==> src/rtl/fvx_pkg.sv <==
/*
 constants, types and state codes for the flash verify and exit link.
 assumes one 20 MHz system clock and a 4-wire test port sampled by it.
*/
package fvx_pkg;
   localparam int unsigned CLOCK_HZ = 20_000_000;
   localparam int unsigned RC_NOMINAL_HZ = 8_000_000;
   localparam int IR_W = 5;
   localparam logic [4:0] IR_CAPTURE = 5'h01;
   localparam logic [4:0] IR_DEFAULT = 5'h01;
   localparam logic [4:0] IR_CONTROL = 5'h0A;
   localparam logic [4:0] IR_DATA = 5'h09;
   localparam logic [4:0] IR_FAST = 5'h0E;
   localparam int ACC_BIT = 18;
   localparam logic [15:0] CMD_GET_CRC = 16'h0008;
   localparam logic [15:0] REPLY_PASS = 16'h0000;
   localparam logic [15:0] REPLY_FAIL = 16'h0002;
   localparam logic [15:0] REPLY_UNKNOWN = 16'h0003;
   localparam logic [31:0] FAST_WINDOW_ADDR = 32'hFF200000;
   localparam logic [15:0] OP_LUI_BASE = 16'h3C13;
   localparam logic [15:0] OP_LUI_ADDR = 16'h3C08;
   localparam logic [15:0] OP_ORI_ADDR = 16'h3508;
   localparam logic [31:0] INS_LOAD_WORD = 32'h8D090000;
   localparam logic [31:0] INS_STORE_WORD = 32'hAE690000;
   localparam logic [31:0] WORD_STEP = 32'h00000004;
   localparam logic [31:0] ONE_WORD = 32'h00000001;
   localparam logic [1:0] RESP_HEAD_ONLY = 2'h1;
   localparam logic [1:0] RESP_HEAD_SUM = 2'h2;
   localparam int PIN_TCK = 0;
   localparam int PIN_TMS = 1;
   localparam int PIN_TDI = 2;
   localparam int PIN_MASTER_CLEAR_PIN = 3;

   typedef enum logic [3:0] {
      TS_RESET, TS_IDLE, TS_SEL_DR, TS_CAP_DR, TS_SH_DR, TS_EX1_DR,
      TS_PA_DR, TS_EX2_DR, TS_UP_DR, TS_SEL_IR, TS_CAP_IR, TS_SH_IR,
      TS_EX1_IR, TS_PA_IR, TS_EX2_IR, TS_UP_IR
   } fvx_tap_t;

   typedef enum logic [1:0] {
      UPD_NONE, UPD_CTRL, UPD_DATA, UPD_FAST
   } fvx_upd_t;

   typedef enum logic [2:0] {
      XW_CMD, XW_ADDR, XW_LEN, XW_RUN, XW_ZERO, XW_REPLY
   } fvx_exec_t;
endpackage

==> src/rtl/fvx_sum_engine.sv <==
/*
 flash word summing engine: reads a run of words and adds them up.
 assumes flash data is valid the cycle after the read strobe.
*/
module fvx_sum_engine
   import fvx_pkg::*;
(
   input wire logic clock,
   input wire logic rst_n,
   input wire logic start,
   input wire logic [31:0] baseAddr,
   input wire logic [31:0] wordCount,
   input wire logic [31:0] flashData,
   output logic [31:0] flashAddr,
   output logic flashRead,
   output logic busy,
   output logic done,
   output logic [31:0] sum
);
   logic [31:0] addr, next_addr, left, next_left, next_sum, next_flashAddr;
   logic dataDue, next_dataDue, next_flashRead, next_busy, next_done;

   always_comb begin
      next_addr = addr;
      next_left = left;
      next_sum = sum;
      next_flashAddr = flashAddr;
      next_flashRead = 1'b0;
      next_dataDue = flashRead;
      next_busy = busy;
      next_done = 1'b0;
      if (start) begin
         next_busy = 1'b1;
         next_addr = baseAddr;
         next_left = wordCount;
         next_sum = 32'h00000000;
         next_dataDue = 1'b0;
      end else if (busy) begin
         if (dataDue) begin
            next_sum = sum + flashData;
         end
         if (left != 32'h00000000) begin
            next_flashRead = 1'b1;
            next_flashAddr = addr;
            next_addr = addr + WORD_STEP;
            next_left = left - ONE_WORD;
         end else if (!flashRead && !dataDue) begin
            next_busy = 1'b0;
            next_done = 1'b1;
         end
      end
   end

   always_ff @(posedge clock) begin
      if (!rst_n) begin
         addr <= 32'h00000000;
         left <= 32'h00000000;
         sum <= 32'h00000000;
         flashAddr <= 32'h00000000;
         flashRead <= 1'b0;
         dataDue <= 1'b0;
         busy <= 1'b0;
         done <= 1'b0;
      end else begin
         addr <= next_addr;
         left <= next_left;
         sum <= next_sum;
         flashAddr <= next_flashAddr;
         flashRead <= next_flashRead;
         dataDue <= next_dataDue;
         busy <= next_busy;
         done <= next_done;
      end
   end
endmodule

==> src/rtl/fvx_link.sv <==
/*
 device end of the test port: tap, control/data/fast-data registers,
 executive command handling and programming mode exit.
 assumes test pins and master clear are asynchronous to clock.
*/
module fvx_link
   import fvx_pkg::*;
(
   input wire logic clock,
   input wire logic rst_n,
   input wire logic progClockPin,
   input wire logic modeSelectPin,
   input wire logic progDataPin,
   input wire logic masterClearPin,
   input wire logic executiveRun,
   input wire logic codeProtect,
   input wire logic [31:0] flashData,
   output logic testDataOut,
   output logic [31:0] flashAddr,
   output logic flashRead,
   output logic programmingMode,
   output logic userRun
);
   ////////////////////////////////////////////////////////////////////////
   // pin synchronisers
   logic [3:0] syncA, syncB;
   logic tckPrev, tckRise, tckFall, tms, tdi, master_clear_pin;

   always_ff @(posedge clock) begin
      if (!rst_n) begin
         syncA <= 4'h0;
         syncB <= 4'h0;
         tckPrev <= 1'b0;
      end else begin
         syncA <= {masterClearPin, progDataPin, modeSelectPin, progClockPin};
         syncB <= syncA;
         tckPrev <= syncB[PIN_TCK];
      end
   end
   assign tckRise = syncB[PIN_TCK] && !tckPrev;
   assign tckFall = !syncB[PIN_TCK] && tckPrev;
   assign tms = syncB[PIN_TMS];
   assign tdi = syncB[PIN_TDI];
   assign master_clear_pin = syncB[PIN_MASTER_CLEAR_PIN];

   ////////////////////////////////////////////////////////////////////////
   // tap controller
   fvx_tap_t tap, next_tap;
   fvx_upd_t updKind, next_updKind;
   logic [4:0] ir, next_ir, irShift, next_irShift;
   logic [31:0] drShift, next_drShift, updWord, next_updWord, capVal;
   logic next_tdo;
   logic processorAccessFlag;
   logic [31:0] dataReg, fastTransferWindow;

   always_comb begin
      capVal = 32'h00000000;
      if (ir == IR_CONTROL) begin
         capVal[ACC_BIT] = processorAccessFlag;
      end else if (ir == IR_DATA) begin
         capVal = dataReg;
      end else if (ir == IR_FAST) begin
         capVal = fastTransferWindow;
      end
   end

   always_comb begin
      next_tap = tap;
      next_ir = ir;
      next_irShift = irShift;
      next_drShift = drShift;
      next_updWord = updWord;
      next_updKind = UPD_NONE;
      next_tdo = testDataOut;
      if (tckRise) begin
         case (tap)
            TS_RESET: next_ir = IR_DEFAULT;
            TS_CAP_DR: next_drShift = capVal;
            TS_SH_DR: next_drShift = {tdi, drShift[31:1]};
            TS_CAP_IR: next_irShift = IR_CAPTURE;
            TS_SH_IR: next_irShift = {tdi, irShift[4:1]};
            TS_UP_IR: next_ir = irShift;
            TS_UP_DR: begin
               next_updWord = drShift;
               if (ir == IR_CONTROL) begin
                  next_updKind = UPD_CTRL;
               end else if (ir == IR_DATA) begin
                  next_updKind = UPD_DATA;
               end else if (ir == IR_FAST) begin
                  next_updKind = UPD_FAST;
               end
            end
            default: next_tap = tap;
         endcase
         case (tap)
            TS_RESET: next_tap = tms ? TS_RESET : TS_IDLE;
            TS_IDLE: next_tap = tms ? TS_SEL_DR : TS_IDLE;
            TS_SEL_DR: next_tap = tms ? TS_SEL_IR : TS_CAP_DR;
            TS_CAP_DR: next_tap = tms ? TS_EX1_DR : TS_SH_DR;
            TS_SH_DR: next_tap = tms ? TS_EX1_DR : TS_SH_DR;
            TS_EX1_DR: next_tap = tms ? TS_UP_DR : TS_PA_DR;
            TS_PA_DR: next_tap = tms ? TS_EX2_DR : TS_PA_DR;
            TS_EX2_DR: next_tap = tms ? TS_UP_DR : TS_SH_DR;
            TS_UP_DR: next_tap = tms ? TS_SEL_DR : TS_IDLE;
            TS_SEL_IR: next_tap = tms ? TS_RESET : TS_CAP_IR;
            TS_CAP_IR: next_tap = tms ? TS_EX1_IR : TS_SH_IR;
            TS_SH_IR: next_tap = tms ? TS_EX1_IR : TS_SH_IR;
            TS_EX1_IR: next_tap = tms ? TS_UP_IR : TS_PA_IR;
            TS_PA_IR: next_tap = tms ? TS_EX2_IR : TS_PA_IR;
            TS_EX2_IR: next_tap = tms ? TS_UP_IR : TS_SH_IR;
            default: next_tap = tms ? TS_SEL_DR : TS_IDLE;
         endcase
      end
      if (tckFall) begin
         next_tdo = (tap == TS_SH_DR) ? drShift[0] :
                    (tap == TS_SH_IR) ? irShift[0] : 1'b0;
      end
      if (!programmingMode) begin
         next_tap = TS_RESET;
         next_ir = IR_DEFAULT;
      end
   end

   always_ff @(posedge clock) begin
      if (!rst_n) begin
         tap <= TS_RESET;
         ir <= IR_DEFAULT;
         irShift <= 5'h00;
         drShift <= 32'h00000000;
         updWord <= 32'h00000000;
         updKind <= UPD_NONE;
         testDataOut <= 1'b0;
      end else begin
         tap <= next_tap;
         ir <= next_ir;
         irShift <= next_irShift;
         drShift <= next_drShift;
         updWord <= next_updWord;
         updKind <= next_updKind;
         testDataOut <= next_tdo;
      end
   end

   ////////////////////////////////////////////////////////////////////////
   // processor access, executive and direct instruction path
   fvx_exec_t xState, next_xState;
   logic [31:0] next_dataReg, next_fast, baseReg, next_baseReg;
   logic [31:0] addrReg, next_addrReg, wordReg, next_wordReg;
   logic [31:0] returnedChecksum, next_checksum, engBase, next_engBase;
   logic [31:0] engCount, next_engCount, engSum;
   logic [1:0] respLeft, next_respLeft;
   logic next_acc, engStart, next_engStart, engBusy, engDone;
   logic lwWait, next_lwWait, readLocked, next_locked, resetDone;
   logic next_progMode, next_userRun, clearNow, setTerm, fastUpd;
   logic [31:0] readWord;

   assign clearNow = (updKind == UPD_CTRL) && !updWord[ACC_BIT]
                     && processorAccessFlag;
   assign fastUpd = (updKind == UPD_FAST);
   assign readWord = readLocked ? 32'h00000000 : engSum;

   always_comb begin
      next_dataReg = dataReg;
      next_fast = fastTransferWindow;
      next_baseReg = baseReg;
      next_addrReg = addrReg;
      next_wordReg = wordReg;
      next_checksum = returnedChecksum;
      next_engBase = engBase;
      next_engCount = engCount;
      next_engStart = 1'b0;
      next_respLeft = respLeft;
      next_xState = xState;
      next_lwWait = lwWait;
      next_locked = resetDone ? readLocked : codeProtect;
      if (updKind == UPD_DATA) begin
         next_dataReg = updWord;
      end
      if (executiveRun) begin
         case (xState)
            XW_CMD: if (fastUpd) begin
               if (updWord[31:16] == CMD_GET_CRC) begin
                  next_xState = XW_ADDR;
               end else begin
                  next_dataReg = {updWord[31:16], REPLY_UNKNOWN};
                  next_respLeft = RESP_HEAD_ONLY;
                  next_xState = XW_REPLY;
               end
            end
            XW_ADDR: if (fastUpd) begin
               next_engBase = updWord;
               next_xState = XW_LEN;
            end
            XW_LEN: if (fastUpd) begin
               next_engCount = updWord;
               next_engStart = 1'b1;
               next_xState = XW_RUN;
            end
            XW_RUN: if (engDone) begin
               next_fast = readWord;
               next_checksum = readWord;
               next_xState = XW_ZERO;
            end
            XW_ZERO: if (fastUpd) begin
               next_dataReg = {CMD_GET_CRC,
                               readLocked ? REPLY_FAIL : REPLY_PASS};
               next_respLeft = RESP_HEAD_SUM;
               next_xState = XW_REPLY;
            end
            default: if (clearNow) begin
               next_respLeft = respLeft - RESP_HEAD_ONLY;
               next_dataReg = returnedChecksum;
               if (respLeft == RESP_HEAD_ONLY) begin
                  next_xState = XW_CMD;
               end
            end
         endcase
      end else begin
         next_xState = XW_CMD;
         next_respLeft = 2'h0;
         if (fastUpd) begin
            next_fast = updWord;
         end
         if (clearNow) begin
            if (dataReg[31:16] == OP_LUI_BASE) begin
               next_baseReg = {dataReg[15:0], 16'h0000};
            end else if (dataReg[31:16] == OP_LUI_ADDR) begin
               next_addrReg = {dataReg[15:0], 16'h0000};
            end else if (dataReg[31:16] == OP_ORI_ADDR) begin
               next_addrReg = addrReg | {16'h0000, dataReg[15:0]};
            end else if (dataReg == INS_LOAD_WORD) begin
               next_engBase = addrReg;
               next_engCount = ONE_WORD;
               next_engStart = 1'b1;
               next_lwWait = 1'b1;
            end else if (dataReg == INS_STORE_WORD
                         && baseReg == FAST_WINDOW_ADDR) begin
               next_fast = wordReg;
            end
         end
         if (lwWait && engDone) begin
            next_wordReg = readWord;
            next_lwWait = 1'b0;
         end
      end
      setTerm = executiveRun ? (respLeft != 2'h0)
                             : (!lwWait && !engStart);
      next_acc = (clearNow ? 1'b0 : processorAccessFlag)
                 | (setTerm && !clearNow);
      next_progMode = master_clear_pin;
      next_userRun = master_clear_pin ? 1'b0 : (userRun | programmingMode);
   end

   always_ff @(posedge clock) begin
      if (!rst_n) begin
         dataReg <= 32'h00000000;
         fastTransferWindow <= 32'h00000000;
         baseReg <= 32'h00000000;
         addrReg <= 32'h00000000;
         wordReg <= 32'h00000000;
         returnedChecksum <= 32'h00000000;
         engBase <= 32'h00000000;
         engCount <= 32'h00000000;
         engStart <= 1'b0;
         respLeft <= 2'h0;
         xState <= XW_CMD;
         lwWait <= 1'b0;
         readLocked <= 1'b0;
         resetDone <= 1'b0;
         processorAccessFlag <= 1'b0;
         programmingMode <= 1'b0;
         userRun <= 1'b0;
      end else begin
         dataReg <= next_dataReg;
         fastTransferWindow <= next_fast;
         baseReg <= next_baseReg;
         addrReg <= next_addrReg;
         wordReg <= next_wordReg;
         returnedChecksum <= next_checksum;
         engBase <= next_engBase;
         engCount <= next_engCount;
         engStart <= next_engStart;
         respLeft <= next_respLeft;
         xState <= next_xState;
         lwWait <= next_lwWait;
         readLocked <= next_locked;
         resetDone <= 1'b1;
         processorAccessFlag <= next_acc;
         programmingMode <= next_progMode;
         userRun <= next_userRun;
      end
   end

   fvx_sum_engine engine (
      .clock(clock),
      .rst_n(rst_n),
      .start(engStart),
      .baseAddr(engBase),
      .wordCount(engCount),
      .flashData(flashData),
      .flashAddr(flashAddr),
      .flashRead(flashRead),
      .busy(engBusy),
      .done(engDone),
      .sum(engSum)
   );

   ////////////////////////////////////////////////////////////////////////
   // checks
   AST_CRC_CODE: assert property (@(posedge clock) disable iff (!rst_n)
      executiveRun && xState == XW_CMD && fastUpd
      && updWord[31:16] == CMD_GET_CRC |=> xState == XW_ADDR)
      else $error("crc query not accepted");
   AST_UNKNOWN_REPLY: assert property (@(posedge clock)
      disable iff (!rst_n)
      executiveRun && xState == XW_CMD && fastUpd
      && updWord[31:16] != CMD_GET_CRC
      |=> dataReg[15:0] == REPLY_UNKNOWN && respLeft == RESP_HEAD_ONLY
      ##1 processorAccessFlag)
      else $error("unknown command reply wrong");
   AST_ONE_OUTSTANDING: assert property (@(posedge clock)
      disable iff (!rst_n || !executiveRun)
      xState == XW_REPLY && fastUpd |=> xState == XW_REPLY
      && $stable(respLeft))
      else $error("command taken while reply open");
   AST_SECOND_WORD: assert property (@(posedge clock)
      disable iff (!rst_n || !executiveRun)
      xState == XW_REPLY && clearNow && respLeft == RESP_HEAD_SUM
      |=> dataReg == returnedChecksum && respLeft == RESP_HEAD_ONLY)
      else $error("second reply word missing");
   AST_CHECKSUM_WINDOW: assert property (@(posedge clock)
      disable iff (!rst_n || !executiveRun)
      xState == XW_RUN && engDone && !readLocked
      |=> fastTransferWindow == $past(engSum) && xState == XW_ZERO)
      else $error("checksum not placed in fast window");
   AST_LOCKED_READ: assert property (@(posedge clock)
      disable iff (!rst_n || !executiveRun)
      xState == XW_RUN && engDone && readLocked
      |=> fastTransferWindow == 32'h00000000 ##1 !fastUpd [*1]
      ##0 readLocked)
      else $error("protected flash was read");
   AST_STORE_WINDOW: assert property (@(posedge clock)
      disable iff (!rst_n || executiveRun)
      clearNow && dataReg == INS_STORE_WORD && baseReg == FAST_WINDOW_ADDR
      |=> fastTransferWindow == $past(wordReg))
      else $error("store to fast window lost");
   AST_EXIT: assert property (@(posedge clock) disable iff (!rst_n)
      programmingMode && !master_clear_pin |=> !programmingMode && userRun
      ##1 tap == TS_RESET)
      else $error("programming mode not left");
   AST_HOST_FIRST: assert property (@(posedge clock)
      disable iff (!rst_n || !executiveRun)
      processorAccessFlag && !clearNow |-> respLeft != 2'h0)
      else $error("reply without command");
   COV_UNKNOWN: cover property (@(posedge clock) disable iff (!rst_n)
      xState == XW_CMD ##1 xState == XW_REPLY);
   COV_CRC_DONE: cover property (@(posedge clock) disable iff (!rst_n)
      xState == XW_RUN ##1 xState == XW_ZERO);
   COV_DIRECT_STORE: cover property (@(posedge clock) disable iff (!rst_n)
      !executiveRun && clearNow && dataReg == INS_STORE_WORD);
endmodule

==> config.mk <==
export PLATFORM = sky130hd
export DESIGN_NAME = fvx_link
export DESIGN_NICKNAME = d
export VERILOG_FILES = /design/src/rtl/fvx_pkg.sv /design/src/rtl/fvx_sum_engine.sv /design/src/rtl/fvx_link.sv
export SDC_FILE = /design/constraint.sdc
export NUM_CORES = 1
export LEC_CHECK = 0
export BUFFER_PORTS_ARGS = -buffer_cell sky130_fd_sc_hd__buf_4
export CORE_UTILIZATION = 60
export CTS_BUF_LIST = sky130_fd_sc_hd__clkbuf_8
export CTS_CLUSTER_DIAMETER = 80
export DETAILED_ROUTE_END_ITERATION = 7
export PLACE_DENSITY = 0.81
export SETUP_SLACK_MARGIN = 0.3
export SYNTH_ARGS = -nofsm -noshare
export SYNTH_HDL_FRONTEND = slang
export SYNTH_SLANG_ARGS = --single-unit
==> constraint.sdc <==
create_clock -name clock -period 3.51 [get_ports clock]
set_input_delay 0.702 -clock clock [delete_from_list [all_inputs] [get_ports clock]]
set_output_delay 0.702 -clock clock [all_outputs]
set_load 0.01 [all_outputs]
==> results by group <==
Power and ir drop
  • Total Power: 10.4 mW
  • Static leakage power: just under 10 nW
  • Worst VDD drop: roughly 0.28 mV
  • PwrDens: between 400 and 500 nW/um^2

Synthesis
  • Dominant synthesized flop cell: dfxtp_1
  • Post-synth ARST share: 0%
  • Synth area leader: dfxtp_1
  • Syn Area/Cell: around 8.4 sq um
  • Synth unique cells: 75
  • Ys Warns: 0
  • Ranking of synthesized cells by area: dfxtp_1, nand2_1, nor2b_1
  • Area of the mapped netlist: roughly 22000 sq um
  • Flops & latches, synth: about 470
  • Mapped Nets: 2727
  • Seq/Total Area, Yosys: around 43%
  • Post-Syn Instances: around 2700
  • Synth top area share: 42.7%
  • EDFF count, synth: 0

STA
  • Final Skew: between 0.02 and 0.03 ns
  • Post-layout minimum cycle time: 3.13 ns
  • Endpoints failing hold: 0
  • Fmax: ~320 MHz
  • Worst-margin pin slew: between 1 and 1.5 ns
  • Tcrit/Tclk final: 89.2%
  • Slew HR: about a quarter
  • Final setup TNS: 0 ns
  • Final setup fails: 0
  • Worst hold slack: 0.288 ns
  • Final slew viol count: 0
  • RSZ-0062 raised after global routing: false

Critical path
  • Largest fanout on the critical path: 10
  • Crit-path max cell delay: ~0.57 ns
  • R2R cell count: 10
  • Slowest cell on the critical path: or4_1
  • Worst setup SP type: flop
  • Reg2reg setup slack: between 0.3 and 0.4 ns
  • Worst setup EP type: flop
  • Worst Path Arrival: between 3 and 4 ns
  • Req. time, crit path: 4.03 ns
  • R2r startpoint: engine.left[27]$_SDFFE_PN0P_
  • FF-to-FF End: engine.left[15]$_SDFFE_PN0P_
  • Crit path cell chain: or4_1 -> or3b_1 -> nor4_2 -> a31oi_2 -> buf_4 -> nand4_2 -> nor2_1 -> xnor2_1 -> o21ai_0 -> and2_1
  • Critical path class: flop to flop

Placed design
  • Area post-placement: approximately 23000 sq um
  • Placer Congestion: about 0.95
  • Dpl hpwl: around 40000 um
  • Placed insts: between 3000 and 4000
  • IO Port Bufs: 75

Die
  • Io pins: 76
  • Initial cell density of the core: 60.9%
  • Core area: roughly 37000 sq um
  • DIE HEIGHT: 195 um
  • Die area: between 30000 and 40000 sq um
  • Row cnt: 70
  • Die width: roughly 190 um

Clock tree
  • Num CTS Buffers: 77
  • Clk buf depth: 3
  • Clock sinks: 474
  • H-tree depth: 3
  • Clk slew on worst S/H paths: ~0.060 ns
  • Root buffer cell: clkbuf_8
  • CTS Hold Bufs: 0
  • CTS tree: built
  • Clock Latency Late Sink: about 0.64 ns

Detailed routing
  • Via count: ~20000
  • Final ANT Viol Nets: 0
  • Via-to-Cell Ratio: roughly 6.2
  • 1st-iter DRT viols: approximately 2200
  • Per-cell routed wire length: around 19 um
  • Drt pass-1 iters: 7
  • WL final: 59500 um
  • Post-route DRC: 0

Cells and area
  • Layout Nets: 2740
  • # diodes: 0
  • Register area: approximately 9500 sq um
  • Layout cells sized above 1: between 10% and 20%
  • Most common cell after layout, fill and taps aside: nand2_1
  • Layout Area Growth over Synthesis: 11.1%
  • Design area: approximately 25000 sq um
  • Non-filler cells, final: approximately 3200
  • Most frequent cells in the layout: nand2_1, dfxtp_1, a21oi_1
  • Fill cell count: between 2000 and 3000
  • Multi-input gate area: about 12000 sq um

GRT
  • Gr usage total: just over 30%
  • Congestion Overflow GR: 0
  • Vias in the first global route: approximately 19000
  • Initial antenna violation count: 0
  • First-pass GRT wire length: 96300 um
  • Largest net degree at the start of global routing: around 220

Worst hold path
  • Hold Path Stages: 2
  • Hold/Removal Path Class: input pin to flop
  • Min-delay src: progDataPin
  • WHS Endpoint: syncA[2]$_SDFF_PN0_

Run status
  • Outcome: complete, no violations

Run
  • Max cap viols: 0
## layer usage
metal / global-route usage [%] / share of wire [%]
met1: 41.8 / 43
met5: 0 / 0
met3: 5.69 / 8.5
met4: 12.7 / 3.3
met2: 49.2 / 46
## synth_stat cells, types with 19 or more instances
library cell	n
a21boi_0	84
a21boi_1	32
a21o_1	19
a21oi_1	165
a221oi_1	33
a22oi_1	70
a311oi_1	35
a31oi_1	22
and2_1	39
clkbuf_1	186
dfxtp_1	474
ha_1	36
inv_1	33
mux2i_1	56
nand2_1	488
nand3_1	74
nand4_1	21
nor2_1	125
nor2b_1	145
nor3_1	27
nor3b_1	37
nor4_1	19
o211a_1	72
o211ai_1	37
o21ai_0	79
xnor2_1	44
xor2_1	34
## stage by stage
stage	setup WS (ns)	utilization, %
floorplan	0.700	-
global placement	0.159	63.5
detailed placement	0.197	63.5
CTS	0.316	67.6
global route	0.190	67.7
finish	0.380	67.7
## registers in the layout (all words and copies together), names as in the netlist, 16 cells and up
register,count
updWord,32
addrReg,32
wordReg,32
engine.left,32
drShift,32
returnedChecksum,32
fastTransferWindow,32
engBase,32
engCount,32
engine.flashAddr,32
dataReg,32
engine.sum,32
baseReg,16
engine.addr,32
## what timing repair did
item                                    CTS  global route
endpoints found under the setup margin    2            37
setup buffers                             0             0
gates resized for setup                   1             4
## how the worst max path moves through the flow
| stage | startpoint | endpoint | slack, ns | cells past startpoint |
|---|---|---|---|---|
| 4_1_cts | engine.left[27]$_SDFFE_PN0P_ | engine.addr[22]$_SDFFE_PN0P_ | 0.32 | 9 |
| 6_report | engine.left[27]$_SDFFE_PN0P_ | engine.left[15]$_SDFFE_PN0P_ | 0.38 | 10 |
| 3_3_place_gp | flashData[0] | engine.sum[26]$_SDFFE_PP0P_ | 0.16 | 13 |
| 3_5_place_dp | flashData[0] | engine.sum[26]$_SDFFE_PP0P_ | 0.20 | 13 |
| 5_1_grt | engine.left[27]$_SDFFE_PN0P_ | engine.addr[22]$_SDFFE_PN0P_ | 0.19 | 9 |
| 2_1_floorplan | flashData[0] | engine.sum[28]$_SDFFE_PP0P_ | 0.70 | 11 |
## layout make-up
class                           instances  area share, %
Tap cell                              468           2.37
Sequential cell                       474           38.4
Clock inverter                         43          0.891
Timing Repair Buffer                  140           4.43
Multi-Input combinational cell       1936           48.2
Inverter                               34          0.516
Clock buffer                           94           5.23
## power breakdown
| part | total, mW | switching [mW] | leakage [nW] | internal, mW |
|---|---|---|---|---|
| Sequential | 5.40 | 0.00964 | 3.82 | 5.39 |
| Clock | 4.69 | 2.19 | 0.885 | 2.50 |
| Combinational | 0.299 | 0.176 | 5.09 | 0.123 |
| Total | 10.4 | 2.38 | 9.80 | 8.01 |
## critical path: cells and delay by family (launching register included)
kind / cells / cell delay [ns]
AOI/OAI and AO/OA: 2 / 0.38
xor gates and xnor gates: 1 / 0.17
and+or+nand+nor: 6 / 1.87
buffers and inverters: 1 / 0.24
DFF: 1 / 0.35
## kinds of logic after synthesis
kind of cell    synth area share [%]
compound gates                  22.5
flops                           42.7
mux                             2.57
buf+inv                         4.07
simple gates                    23.0
xor+xnor                        3.07
fa+ha+maj                       2.11
No activity file was read; power rests on OpenSTA's default activity.
